### src/hw/wit_params.svh
// Offsets, field positions, reset values and counts of the supervisory timer
`ifndef WIT_PARAMS_SVH
`define WIT_PARAMS_SVH

// ===================================================================
// Register indices (byte address is four times the index)
`define WIT_IDX_CTL_WR   20'hfff8c
`define WIT_IDX_CTL_RD   20'hfff8c
`define WIT_IDX_CNT_RD   20'hfff8d
`define WIT_IDX_RST_WR   20'hfff8e
`define WIT_IDX_RST_RD   20'hfff8f

// ===================================================================
// Passwords in the upper byte of a word write, flag clear value in the lower byte
`define WIT_PW_CNT       8'h5a
`define WIT_PW_CTL       8'ha5
`define WIT_RST_CLR_VAL  8'h00

// ===================================================================
// Field positions
`define WIT_OVF_BIT      7
`define WIT_MODE_BIT     6
`define WIT_TME_BIT      5
`define WIT_WATCHDOG_RESET_FLAG_BIT     7
`define WIT_RESET_OUTPUT_ENABLE_BIT    6

// ===================================================================
// Reset values, fixed read bits and counter top value
`define WIT_CTL_RESET    8'h18
`define WIT_CNT_RESET    8'h00
`define WIT_RST_RESET    8'h3f
`define WIT_CTL_RSVD     2'h3
`define WIT_RST_RSVD     6'h3f
`define WIT_CNT_MAX      8'hff

// ===================================================================
// Counts in states of the system clock, prescaler width in bits
`define WIT_INT_RST_STATES 10'd518
`define WIT_EXT_RST_STATES 10'd132
`define WIT_PRE_WIDTH      12
// Prescaler shifts per clock select code, code 7 in top nibble
`define WIT_TAP_SHIFTS     32'hcb98_7651

`endif

### src/hw/wit_pkg.sv
// Types shared by the supervisory timer files
package wit_pkg;

   // ===================================================================
   // Reset sequencer states
   typedef enum logic [1:0] {
      WIT_S_IDLE = 2'b01,
      WIT_S_RST  = 2'b10
   } wit_seq_type;

   typedef logic [2:0] wit_cks_type;
   typedef logic [7:0] wit_byte_type;

endpackage : wit_pkg

### src/hw/wit_prescaler.sv
// Free-running prescaler giving one-cycle count pulses per selected tap
`include "wit_params.svh"

module wit_prescaler
   import wit_pkg::*;
(
   input  wire logic        ref_clk,
   input  wire logic        arst_n,
   input  wire wit_cks_type clock_select,
   output logic             count_pulse
);

   localparam logic [31:0] TAPS = `WIT_TAP_SHIFTS;

   logic [`WIT_PRE_WIDTH-1:0] pre_r;
   logic [7:0]                tap;

   // ===================================================================
   // Prescaler
   always_ff @(posedge ref_clk or negedge arst_n) begin
      if (!arst_n) begin
         pre_r <= '0;
      end else begin
         pre_r <= pre_r + 1'b1;
      end
   end

   // ===================================================================
   // Tap decode
   for (genvar i = 0; i < 8; i++) begin : g_tap
      localparam logic [3:0] SH = TAPS[4*i +: 4];
      localparam logic [`WIT_PRE_WIDTH-1:0] MASK = ~({`WIT_PRE_WIDTH{1'b1}} << SH);
      assign tap[i] = ((pre_r & MASK) == MASK);
   end

   always_ff @(posedge ref_clk or negedge arst_n) begin
      if (!arst_n) begin
         count_pulse <= 1'b0;
      end else begin
         count_pulse <= tap[clock_select];
      end
   end

endmodule : wit_prescaler

### src/hw/wit_top.sv
// Supervisory timer: counter, modes, reset generation and Avalon-MM registers
`include "wit_params.svh"

module wit_top
   import wit_pkg::*;
(
   input  wire logic        ref_clk,
   input  wire logic        arst_n,
   input  wire logic [19:0] avs_address,
   input  wire logic        avs_read,
   input  wire logic        avs_write,
   input  wire logic [31:0] avs_writedata,
   input  wire logic [3:0]  avs_byteenable,
   output logic [31:0]      avs_readdata,
   output logic             avs_waitrequest,
   input  wire logic        standby,
   output logic             interval_interrupt,
   output logic             chip_reset_n,
   output logic             external_reset_output_o,
   output logic             external_reset_output_oe
);

   logic         ack_r;
   logic [31:0]  rdata_r;
   logic         wr_go;
   logic         rd_go;
   logic         word_wr;
   wit_byte_type wr_lo;
   wit_byte_type wr_hi;
   logic         cnt_wr;
   logic         ctl_wr;
   logic         rst_wr;
   logic         ovf_r;
   logic         mode_r;
   logic         tme_r;
   wit_cks_type  cks_r;
   wit_byte_type count_value_r;
   wit_byte_type count_value_nxt;
   logic         watchdog_reset_flag_r;
   logic         reset_output_enable_r;
   logic         ovf_seen_r;
   logic         watchdog_reset_flag_seen_r;
   logic         count_pulse;
   logic         inc;
   logic         wrap;
   logic         wd_fire;
   logic         chip_clr;
   wit_seq_type  seq_r;
   logic [9:0]   int_cnt_r;
   logic [9:0]   ext_cnt_r;
   wit_byte_type ctl_val;
   wit_byte_type rst_val;
   localparam wit_byte_type CTL_RST = `WIT_CTL_RESET;
   localparam wit_byte_type RST_RST = `WIT_RST_RESET;

   // ===================================================================
   // Avalon-MM slave: one wait cycle, then answer
   assign avs_waitrequest = (avs_read | avs_write) & ~ack_r;
   assign avs_readdata    = rdata_r;
   assign wr_go   = avs_write & ack_r;
   assign rd_go   = avs_read & ack_r;
   assign word_wr = (avs_byteenable[1:0] == 2'b11);
   assign wr_lo   = avs_writedata[7:0];
   assign wr_hi   = avs_writedata[15:8];
   assign cnt_wr  = wr_go & word_wr & (avs_address == `WIT_IDX_CTL_WR)
                    & (wr_hi == `WIT_PW_CNT) & ~chip_clr;
   assign ctl_wr  = wr_go & word_wr & (avs_address == `WIT_IDX_CTL_WR)
                    & (wr_hi == `WIT_PW_CTL) & ~chip_clr;
   assign rst_wr  = wr_go & word_wr & (avs_address == `WIT_IDX_RST_WR);

   always_ff @(posedge ref_clk or negedge arst_n) begin
      if (!arst_n) begin
         ack_r <= 1'b0;
      end else begin
         ack_r <= (avs_read | avs_write) & ~ack_r;
      end
   end

   // ===================================================================
   // Read data
   assign ctl_val = {ovf_r, mode_r, tme_r, `WIT_CTL_RSVD, cks_r};
   assign rst_val = {watchdog_reset_flag_r, reset_output_enable_r, `WIT_RST_RSVD};

   always_ff @(posedge ref_clk or negedge arst_n) begin
      if (!arst_n) begin
         rdata_r <= 32'h0000_0000;
      end else if (avs_read && !ack_r) begin
         case (avs_address)
            `WIT_IDX_CTL_RD: rdata_r <= {24'h00_0000, ctl_val};
            `WIT_IDX_CNT_RD: rdata_r <= {24'h00_0000, count_value_r};
            `WIT_IDX_RST_RD: rdata_r <= {24'h00_0000, rst_val};
            default:         rdata_r <= 32'h0000_0000;
         endcase
      end
   end

   // ===================================================================
   // Prescaler
   wit_prescaler u_pre (
      .ref_clk      (ref_clk),
      .arst_n       (arst_n),
      .clock_select (cks_r),
      .count_pulse  (count_pulse)
   );

   // ===================================================================
   // Counter
   assign inc     = tme_r & count_pulse & ~cnt_wr & ~chip_clr;
   assign wrap    = inc & (count_value_r == `WIT_CNT_MAX);
   assign wd_fire = wrap & mode_r & (seq_r == WIT_S_IDLE);

   always_comb begin
      count_value_nxt = count_value_r;
      if (!tme_r || chip_clr) begin
         count_value_nxt = `WIT_CNT_RESET;
      end else if (cnt_wr) begin
         count_value_nxt = wr_lo;
      end else if (inc) begin
         count_value_nxt = count_value_r + 8'h01;
      end
   end

   always_ff @(posedge ref_clk or negedge arst_n) begin
      if (!arst_n) begin
         count_value_r <= `WIT_CNT_RESET;
      end else begin
         count_value_r <= count_value_nxt;
      end
   end

   // ===================================================================
   // Control register
   always_ff @(posedge ref_clk or negedge arst_n) begin
      if (!arst_n) begin
         mode_r <= CTL_RST[`WIT_MODE_BIT];
         tme_r  <= CTL_RST[`WIT_TME_BIT];
         cks_r  <= CTL_RST[2:0];
      end else if (chip_clr) begin
         mode_r <= 1'b0;
         tme_r  <= 1'b0;
         cks_r  <= 3'h0;
      end else if (standby) begin
         mode_r <= 1'b0;
         tme_r  <= 1'b0;
      end else if (ctl_wr) begin
         mode_r <= wr_lo[`WIT_MODE_BIT];
         tme_r  <= wr_lo[`WIT_TME_BIT];
         cks_r  <= wr_lo[2:0];
      end
   end

   // ===================================================================
   // Overflow flag, set wins over write clear, standby clear wins over set
   always_ff @(posedge ref_clk or negedge arst_n) begin
      if (!arst_n) begin
         ovf_r      <= 1'b0;
         ovf_seen_r <= 1'b0;
      end else if (chip_clr || standby) begin
         ovf_r      <= 1'b0;
         ovf_seen_r <= 1'b0;
      end else begin
         if (wrap) begin
            ovf_r <= 1'b1;
         end else if (ctl_wr && !wr_lo[`WIT_OVF_BIT] && ovf_seen_r) begin
            ovf_r <= 1'b0;
         end
         if (ctl_wr) begin
            ovf_seen_r <= 1'b0;
         end else if (rd_go && avs_address == `WIT_IDX_CTL_RD && rdata_r[`WIT_OVF_BIT]) begin
            ovf_seen_r <= 1'b1;
         end
      end
   end

   assign interval_interrupt = ovf_r & ~mode_r;

   // ===================================================================
   // Reset control register, kept through watchdog reset; flag cleared by pin reset or by password write after read
   always_ff @(posedge ref_clk or negedge arst_n) begin
      if (!arst_n) begin
         watchdog_reset_flag_r      <= RST_RST[`WIT_WATCHDOG_RESET_FLAG_BIT];
         reset_output_enable_r     <= RST_RST[`WIT_RESET_OUTPUT_ENABLE_BIT];
         watchdog_reset_flag_seen_r <= 1'b0;
      end else begin
         if (wd_fire) begin
            watchdog_reset_flag_r <= 1'b1;
         end else if (rst_wr && wr_hi == `WIT_PW_CTL && wr_lo == `WIT_RST_CLR_VAL && watchdog_reset_flag_seen_r) begin
            watchdog_reset_flag_r <= 1'b0;
         end
         if (rst_wr && wr_hi == `WIT_PW_CNT) begin
            reset_output_enable_r <= wr_lo[`WIT_RESET_OUTPUT_ENABLE_BIT];
         end
         if (rst_wr) begin
            watchdog_reset_flag_seen_r <= 1'b0;
         end else if (rd_go && avs_address == `WIT_IDX_RST_RD && rdata_r[`WIT_WATCHDOG_RESET_FLAG_BIT]) begin
            watchdog_reset_flag_seen_r <= 1'b1;
         end
      end
   end

   // ===================================================================
   // Watchdog reset sequencer
   always_ff @(posedge ref_clk or negedge arst_n) begin
      if (!arst_n) begin
         seq_r     <= WIT_S_IDLE;
         int_cnt_r <= 10'd0;
      end else begin
         case (seq_r)
            WIT_S_IDLE: begin
               if (wd_fire) begin
                  seq_r     <= WIT_S_RST;
                  int_cnt_r <= `WIT_INT_RST_STATES - 10'd1;
               end
            end
            WIT_S_RST: begin
               if (int_cnt_r == 10'd0) begin
                  seq_r <= WIT_S_IDLE;
               end else begin
                  int_cnt_r <= int_cnt_r - 10'd1;
               end
            end
            default: begin
               seq_r     <= WIT_S_IDLE;
               int_cnt_r <= 10'd0;
            end
         endcase
      end
   end

   assign chip_clr     = (seq_r == WIT_S_RST);
   assign chip_reset_n = ~chip_clr;

   always_ff @(posedge ref_clk or negedge arst_n) begin
      if (!arst_n) begin
         ext_cnt_r <= 10'd0;
      end else if (wd_fire && reset_output_enable_r) begin
         ext_cnt_r <= `WIT_EXT_RST_STATES;
      end else if (ext_cnt_r != 10'd0) begin
         ext_cnt_r <= ext_cnt_r - 10'd1;
      end
   end

   assign external_reset_output_o  = 1'b0;
   assign external_reset_output_oe = (ext_cnt_r != 10'd0);

   logic [9:0] int_len_h;
   logic [9:0] ext_len_h;
   always_ff @(posedge ref_clk or negedge arst_n) begin
      if (!arst_n) begin
         int_len_h <= 10'd0;
         ext_len_h <= 10'd0;
      end else begin
         int_len_h <= chip_clr ? int_len_h + 10'd1 : 10'd0;
         ext_len_h <= external_reset_output_oe ? ext_len_h + 10'd1 : 10'd0;
      end
   end
endmodule : wit_top

### config.mk
export PLATFORM = sky130hd
export DESIGN_NAME = wit_top
export DESIGN_NICKNAME = d
export VERILOG_FILES = /design/src/hw/wit_pkg.sv /design/src/hw/wit_prescaler.sv /design/src/hw/wit_top.sv
export VERILOG_INCLUDE_DIRS = /design/src /design/src/hw
export SDC_FILE = /design/constraint.sdc
export NUM_CORES = 1
export LEC_CHECK = 0
export BUFFER_PORTS_ARGS = -buffer_cell sky130_fd_sc_hd__buf_2
export CAP_MARGIN = 20
export CORE_MARGIN = 2
export CORE_UTILIZATION = 40
export DETAILED_ROUTE_END_ITERATION = 7
export GPL_TIMING_DRIVEN = 1
export RECOVER_POWER = 50
export SYNTH_ARGS = -nofsm -noshare
export SYNTH_HDL_FRONTEND = slang
export SYNTH_SLANG_ARGS = --single-unit
### constraint.sdc
create_clock -name ref_clk -period 3.6 [get_ports ref_clk]
set_input_delay 0.72 -clock ref_clk [delete_from_list [all_inputs] [get_ports ref_clk]]
set_output_delay 0.72 -clock ref_clk [all_outputs]
set_load 0.05 [all_outputs]
Yosys cells after proc, flatten, opt, wreduce, memory -nomap -nowiden
Cells that the tools add are included.
Widths: inputs -> output; s select.
- bits in registers: 86
- input bits: 61
- output and inout port bits: 37
- word-level logic and storage cells: 128
- add/subtract/negate cells: 4
- magnitude comparators: 1
- eq/ne operators: 21
- mux-type cells: 33
- bitwise gates (word level): 22
- reduce and logical (&&, ||, !) cells: 31
- operators with widths (kind ; count):
    $eq 20x20->1 const B ; 4
    $mux 10 ; 4
    $eq 8x8->1 const B ; 3
    $mux 8 ; 3
    $pmux 8 s3 ; 1
    $pmux 10 s2 ; 1
    $sub 10x1->10 const B ; 2
    $and 1x1->1 ; 17
    $mux 1 ; 17
    $add 12x1->12 const B ; 1
    $eq 12x12->1 const B ; 1
    $logic_and 1x1->1 ; 12
    $reduce_bool 3->1 ; 4
    $eq 11x11->1 const B ; 1
    $logic_not 10->1 ; 1
    $reduce_bool 10->1 ; 1
    $eq 9x9->1 const B ; 1
    $mux 3 ; 3
    $add 8x1->8 const B ; 1
    $eq 8x7->1 const B ; 1
    $logic_not 8->1 ; 1
    $reduce_bool 2->1 ; 4
    $eq 7x7->1 const B ; 1
    $eq 6x6->1 const B ; 1
    other kinds (14) ; 26

Depth between registers and ports, before layout
Gate-level depths: netlist (run 1).
- depth in word-level cells: 13
- mapped depth: 8
- gate-level depth less buffers: 7

Hierarchy
A second synthesis (run 1) with hierarchy kept.
- cells, all modules: 393
- area, all modules: 3802.4 µm²
- by module, submodules not included (module ; instances ; cells an instance ; area an instance (µm²) ; sequential area each (µm²)):
    wit_top ; 1 ; 344 ; 3201.8 ; 1227.4
    wit_prescaler ; 1 ; 49 ; 600.6 ; 325.3

Least setup slack after synthesis (run 1)
OpenSTA, ideal clock, no wires.
- path type: register to register
- start point: reg seq_r[0]
- end point: reg int_cnt_r[1]
- library setup time: 0.125 ns
- data arrival time: 2.345 ns
- data required time: 3.475 ns
- setup slack: 1.130 ns
- cell stages (with the launch flop): 8
- path buffers: 0
- period minus slack after synthesis: 2.470 ns
- path through: dfstp_2 > inv_1 > ha_1 > nand2b_4 > or4_4 > a311o_4 > a21boi_4 > mux2_4
- word-level cells in the longest chain between the ends: 11
- elaborated cells on any way between the ends: 14
- classes of those cells: eq/ne (4); mux (1); bitwise (8); reduce/logical (1)
- RTL lines (item ; RTL line ; RTL):
    from (decl) ; wit_top.sv:48 ; wit_seq_type seq_r;
    from (signal assigned) ; wit_top.sv:205 ; seq_r <= WIT_S_IDLE;
    from (signal assigned) ; wit_top.sv:211 ; seq_r <= WIT_S_RST;
    from (signal assigned) ; wit_top.sv:217 ; seq_r <= WIT_S_IDLE;
    $eq 2x2->1 ; wit_top.sv:208, wit_top.sv:230 ;
    $not 1->1 ; wit_top.sv:66, wit_top.sv:108 ;
    $and 1x1->1 ; wit_top.sv:65 ; assign cnt_wr = wr_go & word_wr & (avs_address == `WIT_IDX_CTL_WR)
    $not 1->1 ; wit_top.sv:108 ; assign inc = tme_r & count_pulse & ~cnt_wr & ~chip_clr;
    $and 1x1->1 (2 in a row) ; wit_top.sv:108 ;
    $and 1x1->1 ; wit_top.sv:109 ; assign wrap = inc & (count_value_r == `WIT_CNT_MAX);
    $and 1x1->1 (2 in a row) ; wit_top.sv:110 ; assign wd_fire = wrap & mode_r & (seq_r == WIT_S_IDLE);
    $ne 2x2->1 (no line) ; n/a ;
    $reduce_and 2->1 (no line) ; n/a ;
    to (signal assigned) ; wit_top.sv:212 ; int_cnt_r <= `WIT_INT_RST_STATES - 10'd1;
    to (signal assigned) ; wit_top.sv:219 ; int_cnt_r <= int_cnt_r - 10'd1;
    to (decl) ; wit_top.sv:49 ; logic [9:0] int_cnt_r;
Several ways; a longest one is shown, not always the timed one.
A chain may end at the register's enable or synchronous reset.

Final worst setup path (run 1)
- start point: reg ext_cnt_r[0]
- end point: out external_reset_output_oe
- word-level cells in the longest chain between the ends: 1
- RTL lines (item ; RTL line ; RTL):
    from (decl) ; wit_top.sv:50 ; logic [9:0] ext_cnt_r;
    from (signal assigned) ; wit_top.sv:237 ; ext_cnt_r <= `WIT_EXT_RST_STATES;
    from (signal assigned) ; wit_top.sv:239 ; ext_cnt_r <= ext_cnt_r - 10'd1;
    $reduce_bool 10->1 ; wit_top.sv:244 ; assign external_reset_output_oe = (ext_cnt_r != 10'd0);
    to (decl) ; wit_top.sv:20 ; output logic external_reset_output_oe
Every way passes these cells.

==> impl_metrics.ini, run 1 <==
[sta]
finalClockSkew_ns = 0.0108
whs_ns = 0.366
fin_crit_ns = 2.73
max_freq_mhz = 367
finalSetupTns_ns = 0
slew_headroom = 0.443
slew_viol_final = 0
worst_pin_slew_ns = 0.835
hold_violations = 0
setup_violations = 0
min_period_over_period = 0.757
rsz0062_at_grt = false

[synthesis]
synth_most_common_cell = dfrtp_1
yosys-top-cells-count = dfrtp_1, nor2_1, nand2_1, buf_4, nand3_1
syn_avg_cell_area_sq_um = 9.39
synth_warnings = 0
yosysTopAreaCell = dfrtp_1
yosys.area.top_type_share = 0.413
syn_inst = 394
netlist_area_sq_um = 3700
ys_ff_latch = 62
synth_cell_type_count = 63
async_reset_ff_frac = 1.00
synth-edff-count = 0
synth_area_leaders = dfrtp_1, mux2i_1, buf_4
seq_area_frac_synth = 0.420
synth-main-ff-cell = dfrtp_1

[drt]
drt_iter0_drc = 95
ant_nets = 0
firstDrtPassIters = 4
drc = 0
vias = 3036
viasPerCell = 5.36
drt-total-wl_um = 8170
routed-wl-met3_um = 355
highest_layer = met4
wl_per_cell_um = 14.4
met1_length_um = 3980
dr_wl_met2_um = 3750

[grt]
grt_pass1_vias = 2734
grt_pass1_wl_um = 13300
grt_start_max_net_pins = 49
grt_usage = 0.168
antenna_found_initial = 0
grt-ovfl-total = 0

[cts]
htree_num_levels = 3
cts_hold_buf = 0
numCtsBuffers = 9
tritoncts = built
clk_latency_ns = 0.33
clkSinkCount = 62
clockRootBuffer = clkbuf_8
clk_pin_slew_worst_paths_ns = 0.07
ctsLongestPathBuffers = 2
cts-resized-gates = 0
cts_setup_buffers = 0

[pwr]
cellLeakagePower_uw = 0.00195
power_per_cell_area_nw_per_um2 = 335
ir_worst_vdd_mv = 0.209

[worst_setup_path]
crit_path_top_delay_cell = dfrtp_1
start_kind = flip-flop
crit_fanout = 9
r2r_slack_ns = 0.99
critPathKind = flip-flop to primary output
slowest_delay_ns = 0.40
r2r_start = seq_r[0]
cp.arrival_ns = 2.01
worst-path-buf-inv = 2
worst-path-stages = 5
reg2reg_to = ext_cnt_r[1]
rr_worst_depth = 7
cp_top_family = simple AND/OR/NAND/NOR gates
endpoint_kind = primary output
cp.required_ns = 2.88
cp_cell_sequence = inv_1 > ha_1 > nor2b_1 > nand4b_1 > buf_2

[place]
hpwl_um = 6110
portBuffers = 54
globalplace.congestion = 0.840

[cells_and_area]
multiInputGateArea_sq_um = 1940
nets = 521
n_antenna_cell = 0
drive_gt1_frac = 0.191
synthToLayoutAreaGrowth_pct = 13.2
fillers = 899
regArea_sq_um = 1550

[floorplan]
core_sq_um = 9110
chipHeight_um = 100
die_w_um = 100
die-area_sq_um = 10000
start_util = 0.406
io_pins = 98
fp-row-count = 35

[run]
cap_violations = 0

[hold_path]
min-delay-path-class = input pin to asynchronous set/reset pin

[outcome]
status = complete, no violations
[per-layer routing]
layer,track usage,vias up
met4,0.0474,0
met5,0,-
met3,0.0404,10
li1,-,1500
met1,0.232,1454
met2,0.266,72
[registers in the layout, summed over array words and instances, names as in the netlist, 2 cells and up]
| signal | count |
|---|---|
| avs_readdata | 8 |
| cks_r | 3 |
| count_value_r | 8 |
| ext_cnt_r | 10 |
| int_cnt_r | 10 |
| seq_r | 2 |
| u_pre.pre_r | 12 |
[worst max-delay path by stage]
stage                           start                        to  slack, ns
detailed placement  avs_byteenable[1]          count_value_r[3]       0.85
global placement    avs_byteenable[0]          count_value_r[6]       0.87
global route             ext_cnt_r[0]  external_reset_output_oe       0.78
floorplan                    seq_r[0]              int_cnt_r[1]       1.13
finish                   ext_cnt_r[0]  external_reset_output_oe       0.87
CTS                      ext_cnt_r[0]  external_reset_output_oe       0.88
[power by group]
group	total, uW	internal [uW]	switching (uW)	leakage [uW]
clock network	573	308	265	0.0000907
registers	699	698	1.44	0.000812
logic	131	27.9	103	0.00105
[layout make-up]
type | count | area share
multi-input cells | 304 | 0.464
flip-flops and latches | 62 | 0.371
repair buffers | 59 | 0.0750
well taps | 111 | 0.0332
clock buffers | 9 | 0.0296
inverters | 16 | 0.0143
clock inverters | 5 | 0.0126
[through the flow]
step                      setup WS [ns]  utilization  instances  cell area [sq um]  power, uW
final                             0.875        0.459        566               4190       1400
after global routing              0.777        0.459        566               4190       1470
after CTS                         0.884        0.458        565               4170       1420
after detailed placement          0.854        0.439        551               4000        843
after global placement            0.869        0.439        551               4000        841
after floorplan                    1.13            -        418               3790        813
[worst register-to-register path: stages (launching register included)]
cell	delay (ns)
dfstp_2	0.54
inv_1	0.05
ha_1	0.21
nand2b_4	0.16
or4_1	0.49
a311oi_1	0.47
and3_1	0.46
a211oi_1	0.10
[cell families after synthesis]
group,count (synthesis),synth area share
compound gates,78,0.142
buf+inv,52,0.0792
other cells,1,0.00101
flops,62,0.420
mux,21,0.0585
fa+ha+maj,8,0.0271
xor+xnor,13,0.0308
simple gates,159,0.241
[cell usage in the layout, fill, tap and decap left out, types with 4 or more instances in the layout]
master     instances
a21oi_1           15
clkbuf_8           9
nor3_1            13
inv_1             16
nand3_1           20
buf_2             52
nand4_1            9
xor2_1             7
conb_1            25
or4_1              4
dfrtp_1           61
nand2b_1           6
nand4bb_1          4
nor2_1            35
o22ai_1           12
o21a_1             5
ha_1               8
and3_1             6
nand2_1           29
o21ai_0           16
xnor2_1            6
nor2b_1            5
a31oi_1            5
mux2i_1           19
o31ai_1            4
Note: power is estimated with default switching activity, not from simulation.
==> inputs of run 2 (changes only) <==
--- a/config.mk
+++ b/config.mk
@@ -12,6 +12,7 @@
 export CORE_UTILIZATION = 40
 export DETAILED_ROUTE_END_ITERATION = 7
 export GPL_TIMING_DRIVEN = 1
+export PLACE_DENSITY = 0.66
 export RECOVER_POWER = 50
 export SYNTH_ARGS = -nofsm -noshare
 export SYNTH_HDL_FRONTEND = slang
==> constraint.sdc (replaced) <==
create_clock -name ref_clk -period 2.4 [get_ports ref_clk]
set_input_delay 0.48 -clock ref_clk [delete_from_list [all_inputs] [get_ports ref_clk]]
set_output_delay 0.48 -clock ref_clk [all_outputs]
set_load 0.05 [all_outputs]
==> impl_metrics.ini, run 2 (synthesis results as in run 1) <==
[outcome]
status = complete, no violations

[worst_setup_path]
endpoint_kind = flip-flop
crit_fanout = 6
cp.arrival_ns = 2.60
r2r_start = seq_r[0]
cp.required_ns = 2.66
crit_start = seq_r[0]
critPathKind = flip-flop to flip-flop
start_kind = flip-flop

[sta]
min_period_over_period = 0.975
worst_pin_slew_ns = 1.06
finalClockSkew_ns = 0.00810
layout_setup_ws_ns = 0.0602
slew_headroom = 0.296
hold_violations = 0
setup_violations = 0
fin_crit_ns = 2.34
rsz0062_at_grt = true
max_freq_mhz = 427
slew_viol_final = 0

[pwr]
ir_worst_vdd_mv = 0.283
cellLeakagePower_uw = 0.00207
power_per_cell_area_nw_per_um2 = 473

[cts]
clkSinkCount = 62
ctsLongestPathBuffers = 2
htree_num_levels = 3
clockRootBuffer = clkbuf_8
tritoncts = built
clk_latency_ns = 0.35
numCtsBuffers = 9
clk_pin_slew_worst_paths_ns = 0.07
cts_hold_buf = 0

[drt]
drt_iter0_drc = 157
firstDrtPassIters = 4
drc = 0
viasPerCell = 5.33
wl_per_cell_um = 14.0
vias = 3150
ant_nets = 0
drt-total-wl_um = 8290

[grt]
grt_start_max_net_pins = 45
grt_pass1_vias = 2964
antenna_found_initial = 0
grt_pass1_wl_um = 14200
grt_usage = 0.177
grt-ovfl-total = 0

[place]
place_area_sq_um = 4180
dp_cells = 574
place_ws_ns = 0.00257
hpwl_um = 6420
portBuffers = 54
globalplace.congestion = 0.839

[cells_and_area]
synthToLayoutAreaGrowth_pct = 18.3
nets = 545
fin_area_sq_um = 4380
n_antenna_cell = 0
reg_top3 = u_pre.pre_r x12, ext_cnt_r x10, int_cnt_r x10
layout_common_cells = dfrtp_1, buf_2, nor2_1, nand2_1, buf_4
regMostFlops = u_pre.pre_r
largest_reg_flops = 12
drive_gt1_frac = 0.246
fin_cells = 591
fillers = 868
final_common_cell = dfrtp_1

[hold_path]
min-delay-path-class = input pin to asynchronous set/reset pin

[floorplan]
io_pins = 98
die-area_sq_um = 10000
chipHeight_um = 100
core_sq_um = 9110
start_util = 0.406
die_w_um = 100
fp-row-count = 35

[run]
cap_violations = 0
==> run 2: worst paths after layout <==
kind	end	slack, ns	cells past startpoint
worst max-delay path	int_cnt_r[6]	0.06	8
max in group asynchronous	mode_r	0.52	2
min in group ref_clk	ovf_r	0.39	2
worst max register to register	int_cnt_r[6]	0.06	8
worst min-delay path	ext_cnt_r[4]	0.28	1
worst min register to register	avs_readdata[6]	0.47	2
==> run 2: power by group <==
part | switching (uW) | leakage, uW | internal, uW | total (uW)
clock | 406 | 0.0000910 | 419 | 825
sequential | 2.70 | 0.000812 | 1050 | 1050
combinational | 153 | 0.00117 | 40.8 | 194
total | 562 | 0.00207 | 1510 | 2070
==> run 2: final cells by class <==
class | instances | area [sq um] | share of cell area
Sequential cell | 62 | 1550 | 0.355
Tap cell | 111 | 139 | 0.0317
Clock inverter | 4 | 22.5 | 0.00515
Clock buffer | 11 | 151 | 0.0346
Inverter | 16 | 60.1 | 0.0137
Timing Repair Buffer | 83 | 484 | 0.111
Multi-Input combinational cell | 304 | 1970 | 0.449
==> run 2: what timing repair did <==
item | 4_1_cts | 5_1_grt
setup buffers | 0 | 2
endpoints found under the setup margin | 0 | 19
resized for setup | 0 | 5
==> run 2: stage by stage <==
step	setup TNS [ns]	utilization	hold slack [ns]	power, uW
5_1_grt	-0.0442	0.480	0.381	2160
3_3_place_gp	0	0.459	0.455	1270
2_1_floorplan	0	-	0.184	1220
4_1_cts	0	0.478	0.0891	2090
6_report	0	0.480	0.283	2070
3_5_place_dp	0	0.459	0.461	1270
==> run 2: routing by layer <==
metal / vias up / wire (um) / GRT usage
met5: - / 0 / 0
met4: 0 / 124 / 0.0601
met3: 11 / 437 / 0.0390
met2: 94 / 3770 / 0.269
met1: 1488 / 3970 / 0.252
li1: 1557 / - / -
==> run 2: worst max-delay path, cell delays in order, from the launching register on <==
cell and delay, ns:
dfstp_2 0.54, inv_2 0.04, ha_4 0.15, nand2b_4 0.14
or4_4 0.54, a311oi_2 0.22, buf_4 0.17, o211ai_1 0.22
o22ai_1 0.24
==> inputs of run 3 (changes only) <==
--- a/config.mk
+++ b/config.mk
@@ -12,7 +12,7 @@
 export CORE_UTILIZATION = 40
 export DETAILED_ROUTE_END_ITERATION = 7
 export GPL_TIMING_DRIVEN = 1
-export PLACE_DENSITY = 0.66
+export PLACE_DENSITY = 0.68
 export RECOVER_POWER = 50
 export SYNTH_ARGS = -nofsm -noshare
 export SYNTH_HDL_FRONTEND = slang
==> impl_metrics.ini, run 3 (synthesis results as in run 1) <==
[worst_setup_path]
endpoint_kind = flip-flop
r2r_slack_ns = 0.05
r2r_start = seq_r[0]
crit_start = seq_r[0]
start_kind = flip-flop
cp_cell_sequence = inv_2 > ha_4 > nand2b_4 > or4_4 > a311o_4 > a21boi_4 > mux2_4
slowest_delay_ns = 0.54
cp.arrival_ns = 2.58
cp.required_ns = 2.63
crit_path_top_delay_cell = dfstp_2
reg2reg_to = int_cnt_r[1]
crit_fanout = 3
rr_worst_depth = 7
critPathKind = flip-flop to flip-flop

[drt]
firstDrtPassIters = 4
drt-total-wl_um = 8720
viasPerCell = 5.40
wl_per_cell_um = 14.7
vias = 3194
drc = 0
ant_nets = 0
drt_iter0_drc = 142

[cells_and_area]
fin_area_sq_um = 4420
reg_top3 = u_pre.pre_r x12, ext_cnt_r x10, int_cnt_r x10
fin_util = 0.486
nets = 545
drive_gt1_frac = 0.245
synthToLayoutAreaGrowth_pct = 19.6
regMostFlops = u_pre.pre_r
largest_reg_flops = 12
final_common_cell = dfrtp_1
layout_common_cells = dfrtp_1, buf_2, nor2_1, nand2_1, buf_4
n_antenna_cell = 0

[sta]
min_period_over_period = 0.980
setup_violations = 0
slew_headroom = -0.0191
hold_violations = 0
finalClockSkew_ns = 0.0130
worst_pin_slew_ns = 1.53
fin_crit_ns = 2.35
slew_viol_final = 63
layout_setup_ws_ns = 0.0489
max_freq_mhz = 425
whs_ns = 0.403
rsz0062_at_grt = true

[grt]
grt-ovfl-total = 0
use_met2 = 0.286
gr-usage-met3 = 0.0286
use_met1 = 0.255
grt_pass1_vias = 2977
grt_busiest_layer = met2
grt_pass1_wl_um = 14400
antenna_found_initial = 0
grt_usage = 0.181
grt_start_max_net_pins = 63

[floorplan]
fp-row-count = 35
die-area_sq_um = 10000
core_sq_um = 9110
start_util = 0.406
io_pins = 98
chipHeight_um = 100
die_w_um = 100

[run]
cap_violations = 1

[outcome]
status = complete, but fails checks
violations = capacitance limit, slew limit

[cts]
clk_pin_slew_worst_paths_ns = 0.08
tritoncts = built
numCtsBuffers = 9
ctsLongestPathBuffers = 2
clkSinkCount = 62
htree_num_levels = 3
clk_latency_ns = 0.35
clockRootBuffer = clkbuf_8

[hold_path]
min-delay-path-class = input pin to flip-flop
min-delay-start = standby
min_path_cells = 2
hold_path_end = ovf_seen_r

[place]
place_area_sq_um = 4190
globalplace.congestion = 0.832
place_ws_ns = 0.00927
hpwl_um = 6530
portBuffers = 54

[pwr]
power_per_cell_area_nw_per_um2 = 526
power_uw = 2330
cellLeakagePower_uw = 0.00209
ir_worst_vdd_mv = 0.301
run 3: cell count changes in the layout (fill, tap and decap cells not counted):
| cell | before | now |
|---|---|---|
| a311oi_1 | 1 | 2 |
| a311oi_2 | 2 | 1 |
| buf_2 | 53 | 54 |
| bufinv_16 | 0 | 2 |
| clkbuf_1 | 1 | 0 |
| clkbuf_8 | 11 | 10 |
| clkinv_2 | 3 | 0 |
| clkinvlp_4 | 1 | 2 |
| inv_6 | 0 | 2 |
| or4_1 | 3 | 4 |
| or4_4 | 2 | 1 |
run 3: area by class of cell:
type,count,area (sq um)
clock buffers,10,138
clock inverters,6,92.6
well taps,111,139
fillers,864,4690
inverters,16,60.1
flip-flops and latches,62,1550
multi-input cells,304,1960
repair buffers,83,485
run 3: worst max path at each step:
stage,end,slack [ns]
2_1_floorplan,int_cnt_r[1],0.01
3_3_place_gp,int_cnt_r[2],0.04
3_5_place_dp,int_cnt_r[2],0.009
4_1_cts,int_cnt_r[1],0.02
5_1_grt,int_cnt_r[7],-0.02
6_report,int_cnt_r[1],0.05
run 3: per-stage QoR:
stage | cells | TNS (ns)
final | 592 | 0
after detailed placement | 575 | 0
after CTS | 591 | 0
after global placement | 575 | 0
after floorplan | 418 | 0
after global routing | 592 | -0.0295
run 3: what timing repair did:
action                     4_1_cts  5_1_grt
setup endpoints to repair        0       19
hold buffers                     0        0
gates resized for setup          0        3
setup buffers                    0        1
run 3: worst max-delay path, delay by kind of cell, from the launching register on:
kind                       cells  cell delay [ns]
AOI/OAI and AO/OA              2             0.52
muxes                          1             0.31
DFF                            1             0.54
buffers and inverters          1             0.04
adders and majority gates      1             0.15
and+or+nand+nor                2             0.67
run 3: per-layer routing:
metal  vias to the layer above  wire length, um
li1                       1548                -
met1                      1536             4070
met2                        99             4050
met3                        11              483
met4                         0              124
met5                         -                0
run 3: power breakdown:
part           total [uW]  switching, uW  internal, uW  leakage (uW)
clock network        1080            464           620      0.000110
logic                 196            154          42.0       0.00117
registers            1050           1.71          1050      0.000812
